--- src/umf_pkg.sv ---
package umf_pkg;

   localparam int UMF_AW = 8;

   // register byte offsets
   localparam logic [UMF_AW-1:0] UMF_OFF_INT_ENABLE = 8'h04;
   localparam logic [UMF_AW-1:0] UMF_OFF_INT_STATUS = 8'h08;
   localparam logic [UMF_AW-1:0] UMF_OFF_INT_CLEAR = 8'h0c;
   localparam logic [UMF_AW-1:0] UMF_OFF_MODEM_CONTROL = 8'h10;
   localparam logic [UMF_AW-1:0] UMF_OFF_MODEM_STATUS = 8'h14;

   // modem_control fields
   localparam int UMF_MC_RTS_CTL = 1;
   localparam int UMF_MC_LOOPBACK = 4;
   localparam int UMF_MC_RTS_POL = 9;
   localparam int UMF_MC_RTS_LEVEL = 13;

   // modem_status fields
   localparam int UMF_MS_CTS_FLAG = 0;
   localparam int UMF_MS_CTS_LEVEL = 4;
   localparam int UMF_MS_CTS_POL = 8;

   // interrupt enable / status / clear fields
   localparam int UMF_IE_MODEM = 0;
   localparam int UMF_IE_AUTO_RTS = 12;

   localparam logic [31:0] UMF_MODEM_CONTROL_RST = 32'h0000_0000;
   localparam logic [31:0] UMF_MODEM_STATUS_RST = 32'h0000_0000;

   // cycles until the cts synchroniser output reflects the pin after reset
   localparam logic [2:0] UMF_SETTLE_CYCLES = 3'h4;

   localparam logic [1:0] UMF_RESP_OKAY = 2'h0;
   localparam logic [1:0] UMF_RESP_SLVERR = 2'h2;

   typedef struct packed {
      logic s1;
      logic s2;
      logic s3;
      logic q;
   } umf_sync_s;

   typedef struct packed {
      logic awready;
      logic wready;
      logic bvalid;
      logic [1:0] bresp;
      logic arready;
      logic rvalid;
      logic [1:0] rresp;
      logic [31:0] rdata;
      logic aw_held;
      logic [UMF_AW-1:0] awaddr;
      logic w_held;
      logic [31:0] wdata;
      logic [3:0] wstrb;
      logic rts_ctl;
      logic loopback_enable;
      logic rts_polarity;
      logic cts_polarity;
      logic cts_change_flag;
      logic modem_interrupt_enable;
      logic auto_rts_enable;
      logic rts_pin;
      logic txd_pin;
      logic rxd_int;
      logic cts_active;
      logic irq;
      logic cts_prev;
      logic [2:0] settle;
   } umf_state_s;

   localparam umf_state_s UMF_STATE_RST = '{
      rts_pin: 1'b1,
      txd_pin: 1'b1,
      rxd_int: 1'b1,
      default: '0
   };

endpackage : umf_pkg

--- src/umf_modem.sv ---
// Our own choice: the AXI4-Lite register port.
`timescale 1ns/10ps
//
// Contract
// Bit 13 of modem_control reads back the level now driven on the RTS pin and ignores writes.
// The RTS polarity bit 9 makes RTS active low when 0 and active high when 1.
// Bit 4 of modem_control enables loopback when 1 and disables it when 0.
// With auto RTS off, bit 1 drives RTS active (the polarity) when 1, inactive when 0.
// The CTS polarity bit 8 of modem_status makes CTS active low when 0, active high when 1.
// Bit 4 of modem_status reads back the synchronised CTS pin level and ignores writes.
// Bit 0 of modem_status is set whenever the CTS input changes in either direction.
// A set CTS change flag with the modem interrupt enable at 1 raises the interrupt.
// Writing 1 to the CTS change flag clears it, writing 0 leaves it unchanged.
// modem_control at offset 0x10 reads 0x2000 after reset: RTS inactive (pin high), active low, no loopback.
// modem_status at offset 0x14 resets to zero: flag clear, CTS active low.
// CTS is synchronised to the clock before edge detection so one change flags once.
// Loopback feeds transmit into receive internally and holds the pins idle.
module umf_modem
   import umf_pkg::*;
(
   // clock and reset
   input wire logic CLK_I,
   input wire logic SYS_RST_I,
   // axi4-lite write address and data
   input wire logic [umf_pkg::UMF_AW-1:0] S_AXI_AWADDR,
   input wire logic S_AXI_AWVALID,
   output logic S_AXI_AWREADY,
   input wire logic [31:0] S_AXI_WDATA,
   input wire logic [3:0] S_AXI_WSTRB,
   input wire logic S_AXI_WVALID,
   output logic S_AXI_WREADY,
   // axi4-lite write response
   output logic [1:0] S_AXI_BRESP,
   output logic S_AXI_BVALID,
   input wire logic S_AXI_BREADY,
   // axi4-lite read
   input wire logic [umf_pkg::UMF_AW-1:0] S_AXI_ARADDR,
   input wire logic S_AXI_ARVALID,
   output logic S_AXI_ARREADY,
   output logic [31:0] S_AXI_RDATA,
   output logic [1:0] S_AXI_RRESP,
   output logic S_AXI_RVALID,
   input wire logic S_AXI_RREADY,
   // modem pins
   output logic RTS_O,
   input wire logic CTS_I,
   // serial pins
   output logic TXD_O,
   input wire logic RXD_I,
   // uart core side
   input wire logic TXD_I,
   output logic RXD_O,
   input wire logic AUTO_RTS_I,
   output logic CTS_ACTIVE_O,
   // interrupt
   output logic IRQ_O
);
   import umf_pkg::*;

   umf_state_s st_r;
   umf_state_s st_nxt;
   logic cts_sync;
   logic rxd_sync;

   function automatic logic reg_sel(input logic [UMF_AW-1:0] addr,
                                    input logic [UMF_AW-1:0] off);
      reg_sel = (addr[UMF_AW-1:2] == off[UMF_AW-1:2]);
   endfunction : reg_sel

   function automatic logic is_mapped(input logic [UMF_AW-1:0] addr);
      is_mapped = reg_sel(addr, UMF_OFF_INT_ENABLE) || reg_sel(addr, UMF_OFF_INT_STATUS)
         || reg_sel(addr, UMF_OFF_INT_CLEAR) || reg_sel(addr, UMF_OFF_MODEM_CONTROL)
         || reg_sel(addr, UMF_OFF_MODEM_STATUS);
   endfunction : is_mapped

   umf_sync #(
      .RST_VAL(1'b0)
   ) u_cts_sync (
      .clk_i(CLK_I),
      .rst_i(SYS_RST_I),
      .async_i(CTS_I),
      .level_o(cts_sync)
   );

   // rx idles high, so its synchroniser starts there
   umf_sync #(
      .RST_VAL(1'b1)
   ) u_rxd_sync (
      .clk_i(CLK_I),
      .rst_i(SYS_RST_I),
      .async_i(RXD_I),
      .level_o(rxd_sync)
   );

   always_comb begin
      logic do_wr;
      logic flag_clr;
      logic flag_set;
      logic rts_active;
      logic [31:0] rd;
      st_nxt = st_r;
      do_wr = 1'b0;
      flag_clr = 1'b0;
      flag_set = 1'b0;
      rts_active = 1'b0;
      rd = 32'h0000_0000;

      // write channel: address and data may arrive in either order
      if (st_r.bvalid && S_AXI_BREADY) begin
         st_nxt.bvalid = 1'b0;
      end
      if (S_AXI_AWVALID && st_r.awready) begin
         st_nxt.aw_held = 1'b1;
         st_nxt.awaddr = S_AXI_AWADDR;
      end
      if (S_AXI_WVALID && st_r.wready) begin
         st_nxt.w_held = 1'b1;
         st_nxt.wdata = S_AXI_WDATA;
         st_nxt.wstrb = S_AXI_WSTRB;
      end
      do_wr = st_r.aw_held && st_r.w_held && !st_r.bvalid;
      if (do_wr) begin
         st_nxt.aw_held = 1'b0;
         st_nxt.w_held = 1'b0;
         st_nxt.bvalid = 1'b1;
         st_nxt.bresp = is_mapped(st_r.awaddr) ? UMF_RESP_OKAY : UMF_RESP_SLVERR;
         if (reg_sel(st_r.awaddr, UMF_OFF_MODEM_CONTROL)) begin
            if (st_r.wstrb[0]) begin
               st_nxt.rts_ctl = st_r.wdata[UMF_MC_RTS_CTL];
               st_nxt.loopback_enable = st_r.wdata[UMF_MC_LOOPBACK];
            end
            if (st_r.wstrb[1]) begin
               st_nxt.rts_polarity = st_r.wdata[UMF_MC_RTS_POL];
            end
         end
         if (reg_sel(st_r.awaddr, UMF_OFF_MODEM_STATUS)) begin
            if (st_r.wstrb[0]) begin
               flag_clr = st_r.wdata[UMF_MS_CTS_FLAG];
            end
            if (st_r.wstrb[1]) begin
               st_nxt.cts_polarity = st_r.wdata[UMF_MS_CTS_POL];
            end
         end
         if (reg_sel(st_r.awaddr, UMF_OFF_INT_CLEAR) && st_r.wstrb[0]) begin
            flag_clr = flag_clr | st_r.wdata[UMF_IE_MODEM];
         end
         if (reg_sel(st_r.awaddr, UMF_OFF_INT_ENABLE)) begin
            if (st_r.wstrb[0]) begin
               st_nxt.modem_interrupt_enable = st_r.wdata[UMF_IE_MODEM];
            end
            if (st_r.wstrb[1]) begin
               st_nxt.auto_rts_enable = st_r.wdata[UMF_IE_AUTO_RTS];
            end
         end
      end
      // no new address or data while a response is still owed
      st_nxt.awready = !st_nxt.aw_held && !st_nxt.bvalid;
      st_nxt.wready = !st_nxt.w_held && !st_nxt.bvalid;

      // read channel
      if (reg_sel(S_AXI_ARADDR, UMF_OFF_MODEM_CONTROL)) begin
         rd[UMF_MC_RTS_CTL] = st_r.rts_ctl;
         rd[UMF_MC_LOOPBACK] = st_r.loopback_enable;
         rd[UMF_MC_RTS_POL] = st_r.rts_polarity;
         rd[UMF_MC_RTS_LEVEL] = st_r.rts_pin;
      end else if (reg_sel(S_AXI_ARADDR, UMF_OFF_MODEM_STATUS)) begin
         rd[UMF_MS_CTS_FLAG] = st_r.cts_change_flag;
         rd[UMF_MS_CTS_LEVEL] = cts_sync;
         rd[UMF_MS_CTS_POL] = st_r.cts_polarity;
      end else if (reg_sel(S_AXI_ARADDR, UMF_OFF_INT_STATUS)) begin
         rd[UMF_IE_MODEM] = st_r.cts_change_flag;
      end else if (reg_sel(S_AXI_ARADDR, UMF_OFF_INT_ENABLE)) begin
         rd[UMF_IE_MODEM] = st_r.modem_interrupt_enable;
         rd[UMF_IE_AUTO_RTS] = st_r.auto_rts_enable;
      end
      if (st_r.rvalid && S_AXI_RREADY) begin
         st_nxt.rvalid = 1'b0;
      end
      if (S_AXI_ARVALID && st_r.arready) begin
         st_nxt.rvalid = 1'b1;
         st_nxt.rdata = rd;
         st_nxt.rresp = is_mapped(S_AXI_ARADDR) ? UMF_RESP_OKAY : UMF_RESP_SLVERR;
      end
      st_nxt.arready = !st_nxt.rvalid;

      // cts change detect, held off until the synchroniser shows the real pin
      if (st_r.settle != UMF_SETTLE_CYCLES) begin
         st_nxt.settle = st_r.settle + 3'h1;
      end else begin
         flag_set = (cts_sync != st_r.cts_prev);
      end
      st_nxt.cts_prev = cts_sync;
      // a change in the clearing cycle is kept
      st_nxt.cts_change_flag = flag_set | (st_r.cts_change_flag & ~flag_clr);
      st_nxt.cts_active = (cts_sync == st_nxt.cts_polarity);

      // rts pin: inactive level is the inverse of the polarity
      rts_active = st_nxt.auto_rts_enable ? AUTO_RTS_I : st_nxt.rts_ctl;
      if (st_nxt.loopback_enable || !rts_active) begin
         st_nxt.rts_pin = ~st_nxt.rts_polarity;
      end else begin
         st_nxt.rts_pin = st_nxt.rts_polarity;
      end

      // loopback: tx turns back inside, pins rest at idle
      st_nxt.txd_pin = st_nxt.loopback_enable ? 1'b1 : TXD_I;
      st_nxt.rxd_int = st_nxt.loopback_enable ? TXD_I : rxd_sync;

      st_nxt.irq = st_nxt.cts_change_flag & st_nxt.modem_interrupt_enable;
   end

   always_ff @(posedge CLK_I) begin
      if (SYS_RST_I) begin
         st_r <= UMF_STATE_RST;
      end else begin
         st_r <= st_nxt;
      end
   end

   assign S_AXI_AWREADY = st_r.awready;
   assign S_AXI_WREADY = st_r.wready;
   assign S_AXI_BVALID = st_r.bvalid;
   assign S_AXI_BRESP = st_r.bresp;
   assign S_AXI_ARREADY = st_r.arready;
   assign S_AXI_RVALID = st_r.rvalid;
   assign S_AXI_RDATA = st_r.rdata;
   assign S_AXI_RRESP = st_r.rresp;
   assign RTS_O = st_r.rts_pin;
   assign TXD_O = st_r.txd_pin;
   assign RXD_O = st_r.rxd_int;
   assign CTS_ACTIVE_O = st_r.cts_active;
   assign IRQ_O = st_r.irq;

endmodule : umf_modem

--- src/umf_sync.sv ---
`timescale 1ns/10ps
module umf_sync
   import umf_pkg::*;
#(
   parameter logic RST_VAL = 1'b0
) (
   // clock and reset
   input wire logic clk_i,
   input wire logic rst_i,
   // asynchronous level in, filtered level out
   input wire logic async_i,
   output logic level_o
);
   umf_sync_s st_r;
   umf_sync_s st_nxt;

   always_comb begin
      st_nxt = st_r;
      st_nxt.s1 = async_i;
      st_nxt.s2 = st_r.s1;
      st_nxt.s3 = st_r.s2;
      // a change only counts once the later two stages agree
      if (st_r.s2 == st_r.s3) begin
         st_nxt.q = st_r.s3;
      end
   end

   always_ff @(posedge clk_i) begin
      if (rst_i) begin
         st_r <= '{s1: RST_VAL, s2: RST_VAL, s3: RST_VAL, q: RST_VAL};
      end else begin
         st_r <= st_nxt;
      end
   end

   assign level_o = st_r.q;

endmodule : umf_sync

--- config.mk ---
export PLATFORM = sky130hd
export DESIGN_NAME = umf_modem
export DESIGN_NICKNAME = d
export VERILOG_FILES = /design/src/umf_pkg.sv /design/src/umf_modem.sv /design/src/umf_sync.sv
export SDC_FILE = /design/constraint.sdc
export NUM_CORES = 1
export LEC_CHECK = 0
export BUFFER_PORTS_ARGS = -buffer_cell sky130_fd_sc_hd__buf_4
export CAP_MARGIN = 20
export CORE_AREA = 2 2 76 71
export DETAILED_ROUTE_END_ITERATION = 16
export DIE_AREA = 0 0 78 73
export PLACE_DENSITY = 0.81
export SETUP_SLACK_MARGIN = 0.2
export SYNTH_ARGS = -nofsm -noshare
export SYNTH_HDL_FRONTEND = slang
export SYNTH_HIERARCHICAL = 1
export SYNTH_SLANG_ARGS = --single-unit
export TNS_END_PERCENT = 20
--- constraint.sdc ---
create_clock -name CLK_I -period 2.4 [get_ports CLK_I]
set_input_delay 0.36 -clock CLK_I [delete_from_list [all_inputs] [get_ports CLK_I]]
set_output_delay 0.36 -clock CLK_I [all_outputs]
set_load 0.01 [all_outputs]
* Word-level counts from Yosys, hierarchy flattened
Cells that the tools add are included.
Cells by class: add/subtract/negate cells 1, equal/unequal tests 15, mux-type cells 44, bitwise gates (word level) 6, reductions and logical operators 26
Operators with widths (count):
- $mux W37 | 1
- $mux W35 | 1
- $mux W1 | 33
- $eq A6 B2 Y1 const B | 4
- $eq A6 B3 Y1 const B | 4
- $eq A6 B1 Y1 const B | 2
- $logic_and A1 B1 Y1 | 10
- $mux W2 | 5
- $logic_or A1 B1 Y1 | 9
- $mux W9 | 1
- $logic_not A1 Y1 | 6
- $mux W3 | 2
- $mux W4 | 1
- $add A3 B1 Y3 const B | 1
- $eq A1 B1 Y1 | 3
- $ne A3 B3 Y1 const B | 1
- $and A1 B1 Y1 | 2
- $not A1 Y1 | 2
- $or A1 B1 Y1 | 2
- $reduce_or A2 Y1 | 1
- $ne A1 B1 Y1 | 1
Word-level totals: bits in registers 86, input bits 63, output and inout bits 46, logic and storage cells 127

* Logic depth before layout (Yosys ltp)
word-level depth 10, depth in mapped cells 6, depth with buffers taken out 6

* Modules after synthesis
The synthesis kept the hierarchy.
By module, submodules not included:
- umf_modem | instances 1, cells an instance 250, area an instance 2143.3 um^2
- umf_sync at u_rxd_sync | instances 1, cells an instance 10, area an instance 115.1 um^2
- umf_sync at u_cts_sync | instances 1, cells an instance 10, area an instance 112.6 um^2

* Worst setup path after synthesis
Ideal clock, no wire load.
path type reg2reg, start point reg st_r (netlist bit S_AXI_BVALID), end point reg st_r (netlist bit RTS_O), setup time 0.072 ns, arrival time 1.534 ns, data required time 2.328 ns, slack 0.795 ns, stages on the path, launching flop included 7, path buffers 1, period minus slack after synthesis 1.605 ns, cell sequence dfxtp_1 and3b_4 buf_2 nand4_1 mux2i_1 a211oi_2 mux2i_1
On the way: cells in the longest elaborated chain, start to end 7
Ends and longest elaborated chain:
- start: declaration | RTL line umf_modem.sv:60 | umf_state_s st_r;
- start signal: assignment | RTL line umf_modem.sv:216 | st_r <= st_nxt;
- $logic_not A1 Y1 (*) | RTL line umf_modem.sv:121 | do_wr = st_r.aw_held && st_r.w_held && !st_r.bvalid;
- $logic_and A1 B1 Y1 (*) | RTL line umf_modem.sv:121
- $mux W4 or $mux W2 (tied branches) | RTL line umf_modem.sv:122 | if (do_wr) begin
- $mux W1 | RTL line umf_modem.sv:198 | rts_active = st_nxt.auto_rts_enable ? AUTO_RTS_I : st_nxt.rts_ctl;
- $logic_not A1 Y1 | RTL line umf_modem.sv:199 | if (st_nxt.loopback_enable || !rts_active) begin
- $logic_or A1 B1 Y1 | RTL line umf_modem.sv:199
- $mux W1 (*) | RTL line umf_modem.sv:199
Every way passes the cells marked *; elsewhere a longest branch is shown, timed or not. A chain may end at the register's enable or synchronous reset.

* Worst setup path in the final report
start point reg st_r[58] (netlist name), end point reg st_r (netlist bit RTS_O)
On the way: cells in the longest elaborated chain, start to end 7
Ends and longest elaborated chain:
- $eq A6 B3 Y1 or $eq A6 B1 Y1 (tied branches) | RTL line umf_modem.sv:67 | reg_sel = (addr[UMF_AW-1:2] == off[UMF_AW-1:2]);
- $mux W3 or $mux W2 (tied branches) | RTL line umf_modem.sv:127, umf_modem.sv:147
- $mux W4 or $mux W2 (tied branches) | RTL line umf_modem.sv:122
- $mux W1 | RTL line umf_modem.sv:198
- $logic_not A1 Y1 | RTL line umf_modem.sv:199
- $logic_or A1 B1 Y1 | RTL line umf_modem.sv:199
- $mux W1 (*) | RTL line umf_modem.sv:199
Marked as above.

==> metrics <==
Port Buffers 49; Max Clock Skew 0.003996 ns; CTS Buffer Depth 2; Top Usage Layer GRT met2; f_max 559.3 MHz; Pwr Total 1.608 mW; Congestion Overflow GR 0; hold_buf cts 0; Static Leak 1.135 nW; Async SR Flop Fraction 0; largest cells by area after synthesis dfxtp_1 46%, buf_4 11%, nand2_1 5.9%; yosys warns 6; Multi-input gate area 1064 um2; Max FO, Critical Path 4; First-pass DRT Iterations 4; Max-Cap Viols 0; io pins 109; PwrDens 600.1 nW/um2; remaining antenna violation count after routing 0; clk sinks 54; CTS tree yes; Vias/cell 4.678; largest net degree at the start of global routing 55; post-route cell area 2680 um2; Yosys top cell by area dfxtp_1; Core Util, Final 0.5355; Worst-path clk slew 0.09 ns; Cell Rows 25; H-tree depth 2; met2 layer usage reported by global route 0.2500; Synth top cells by count 54 x dfxtp_1, 37 x nand2_1, 36 x buf_4; post-CTS sizing 0; Max-slew headroom 0.6622; total CTS buffers 5; Syn Inst Count 270; Final setup violation count 0; sequential area share after synthesis 0.4559; die area 5694 um2; final slew viol count 0; DPL Wire Length 3073 um; Slew @ Worst Pin 0.5067 ns; vias in the first global route 1,586; setup TNS 0 ns; GRT Total Usage 0.1591; Yosys cell types 42; Post-CTS Setup Inserts 0; synthesized area 2371 um2; ys flop type dfxtp_1; RSZ-0062 raised after global routing false; CP required 2.63 ns; placed insts 366; CP arrival 2.02 ns; wirelength, routed 4072 um; Final period util 0.7449; number of synthesized flops with an enable pin 0; drt drc 0; met1 Resource Use GR 0.2071; critical path class flop to flop; first-pass GRT wire length 7113 um; GPL Wtd Cong 0.8047; syn avg cell area 8.782 um2; fin cells 373; DR iter-0 viols 68; WHS Path Cells 2; die width 78 um; height of the die 73 um; Core Box Area 5005 um2; #FFs+latches synth 54; layout cells sized above 1 0.2026; register area 1081 um2; clock root buffer clkbuf_8; routed length per instance 10.92 um; endpoints failing hold 0; dominant cell by count in the synthesized netlist dfxtp_1; final net count 371; post-synth top area share 0.4559; worst skew pair latency 0.30 ns; post-route minimum period 1.788 ns; Critical Path End Type flop; ant diodes 0; Cell Area, Placed 2604 um2; hold crit path type input port to flop; Area Growth Syn to Fin 13.03%; initial antenna violation count 0; R2R cell count 5; startpoint types flop; Worst VDD drop 0.0003989 V; DR vias 1,745; outcome finished clean; global routing met3 resource utilization 0.05446; fillcell total 480; Initial Utilization 0.4737
## worst paths after layout
kind,from,endpoint,slack (ns)
hold / removal,RXD_I,u_rxd_sync/st_nxt[2],0.23
hold reg to reg,u_rxd_sync/st_nxt[2],u_rxd_sync/st_nxt[1],0.42
setup / recovery,st_r[58],RTS_O,0.61
setup reg to reg,st_r[58],RTS_O,0.61
## cell type report
type	instances	share of cell area
Clock buffer	7	0.02848
Inverter	2	0.002801
Timing Repair Buffer	49	0.1373
Sequential cell	54	0.4034
Multi-Input combinational cell	194	0.3968
Tap cell	67	0.03128
## critical path, cell delays in order, from the launching register on
cell and delay, ns:
dfxtp_1 0.37, nor4b_4 0.36, nand4_2 0.22, mux2_4 0.36, a211oi_2 0.18, mux2i_1 0.23
## report_power, final
part	total [mW]	internal [mW]	switching [mW]
clock	0.470	0.201	0.269
combinational	0.178	0.0809	0.0970
sequential	0.960	0.930	0.0300
total	1.61	1.21	0.396
## registers in the layout, summed over array words and instances, names as in the netlist, 2 cells and up
register and count:
st_r 27, S_AXI_RDATA 7, u_cts_sync/st_nxt 2, u_rxd_sync/st_nxt 2
## cells in the final DEF (no fill, tap or decap), drive strengths merged, types with 2 or more instances in the layout
cell    count
inv         2
xnor2       3
nor2       26
buf        49
nand3       7
nor4b       2
nor3b       2
or2b        2
nand3b      2
o21ai       3
nor2b       9
nand4       9
conb       27
or2         3
nand2      37
nor3        9
ha          2
a211oi      2
clkbuf      7
a21oi      27
dfxtp      54
mux2i       9
## metal layers
layer / vias up / part of all wire
met4: 0 / 0.014
met2: 58 / 0.43
met1: 761 / 0.47
met5: - / 0
li1: 921 / -
met3: 5 / 0.077
## through the flow
stage               setup WS (ns)  hold slack [ns]
floorplan                  0.7947           0.3854
detailed placement         0.6111           0.4072
finish                     0.6122           0.2333
CTS                        0.5777           0.2234
global route               0.4269           0.2366
global placement           0.6600           0.3903
## cells by family (layout without fill, tap and decap cells)
| family | after synthesis | in the layout | share of synthesized area |
|---|---|---|---|
| simple gates | 114 | 114 | 0.2480 |
| flops | 54 | 54 | 0.4559 |
| buf+inv | 48 | 58 | 0.1367 |
| compound gates | 38 | 38 | 0.09183 |
| mux | 10 | 10 | 0.04433 |
| xor+xnor | 3 | 3 | 0.01108 |
| fa+ha+maj | 2 | 2 | 0.01055 |
| other cells | 1 | 27 | 0.001582 |
No activity file was read; power rests on OpenSTA's default activity.
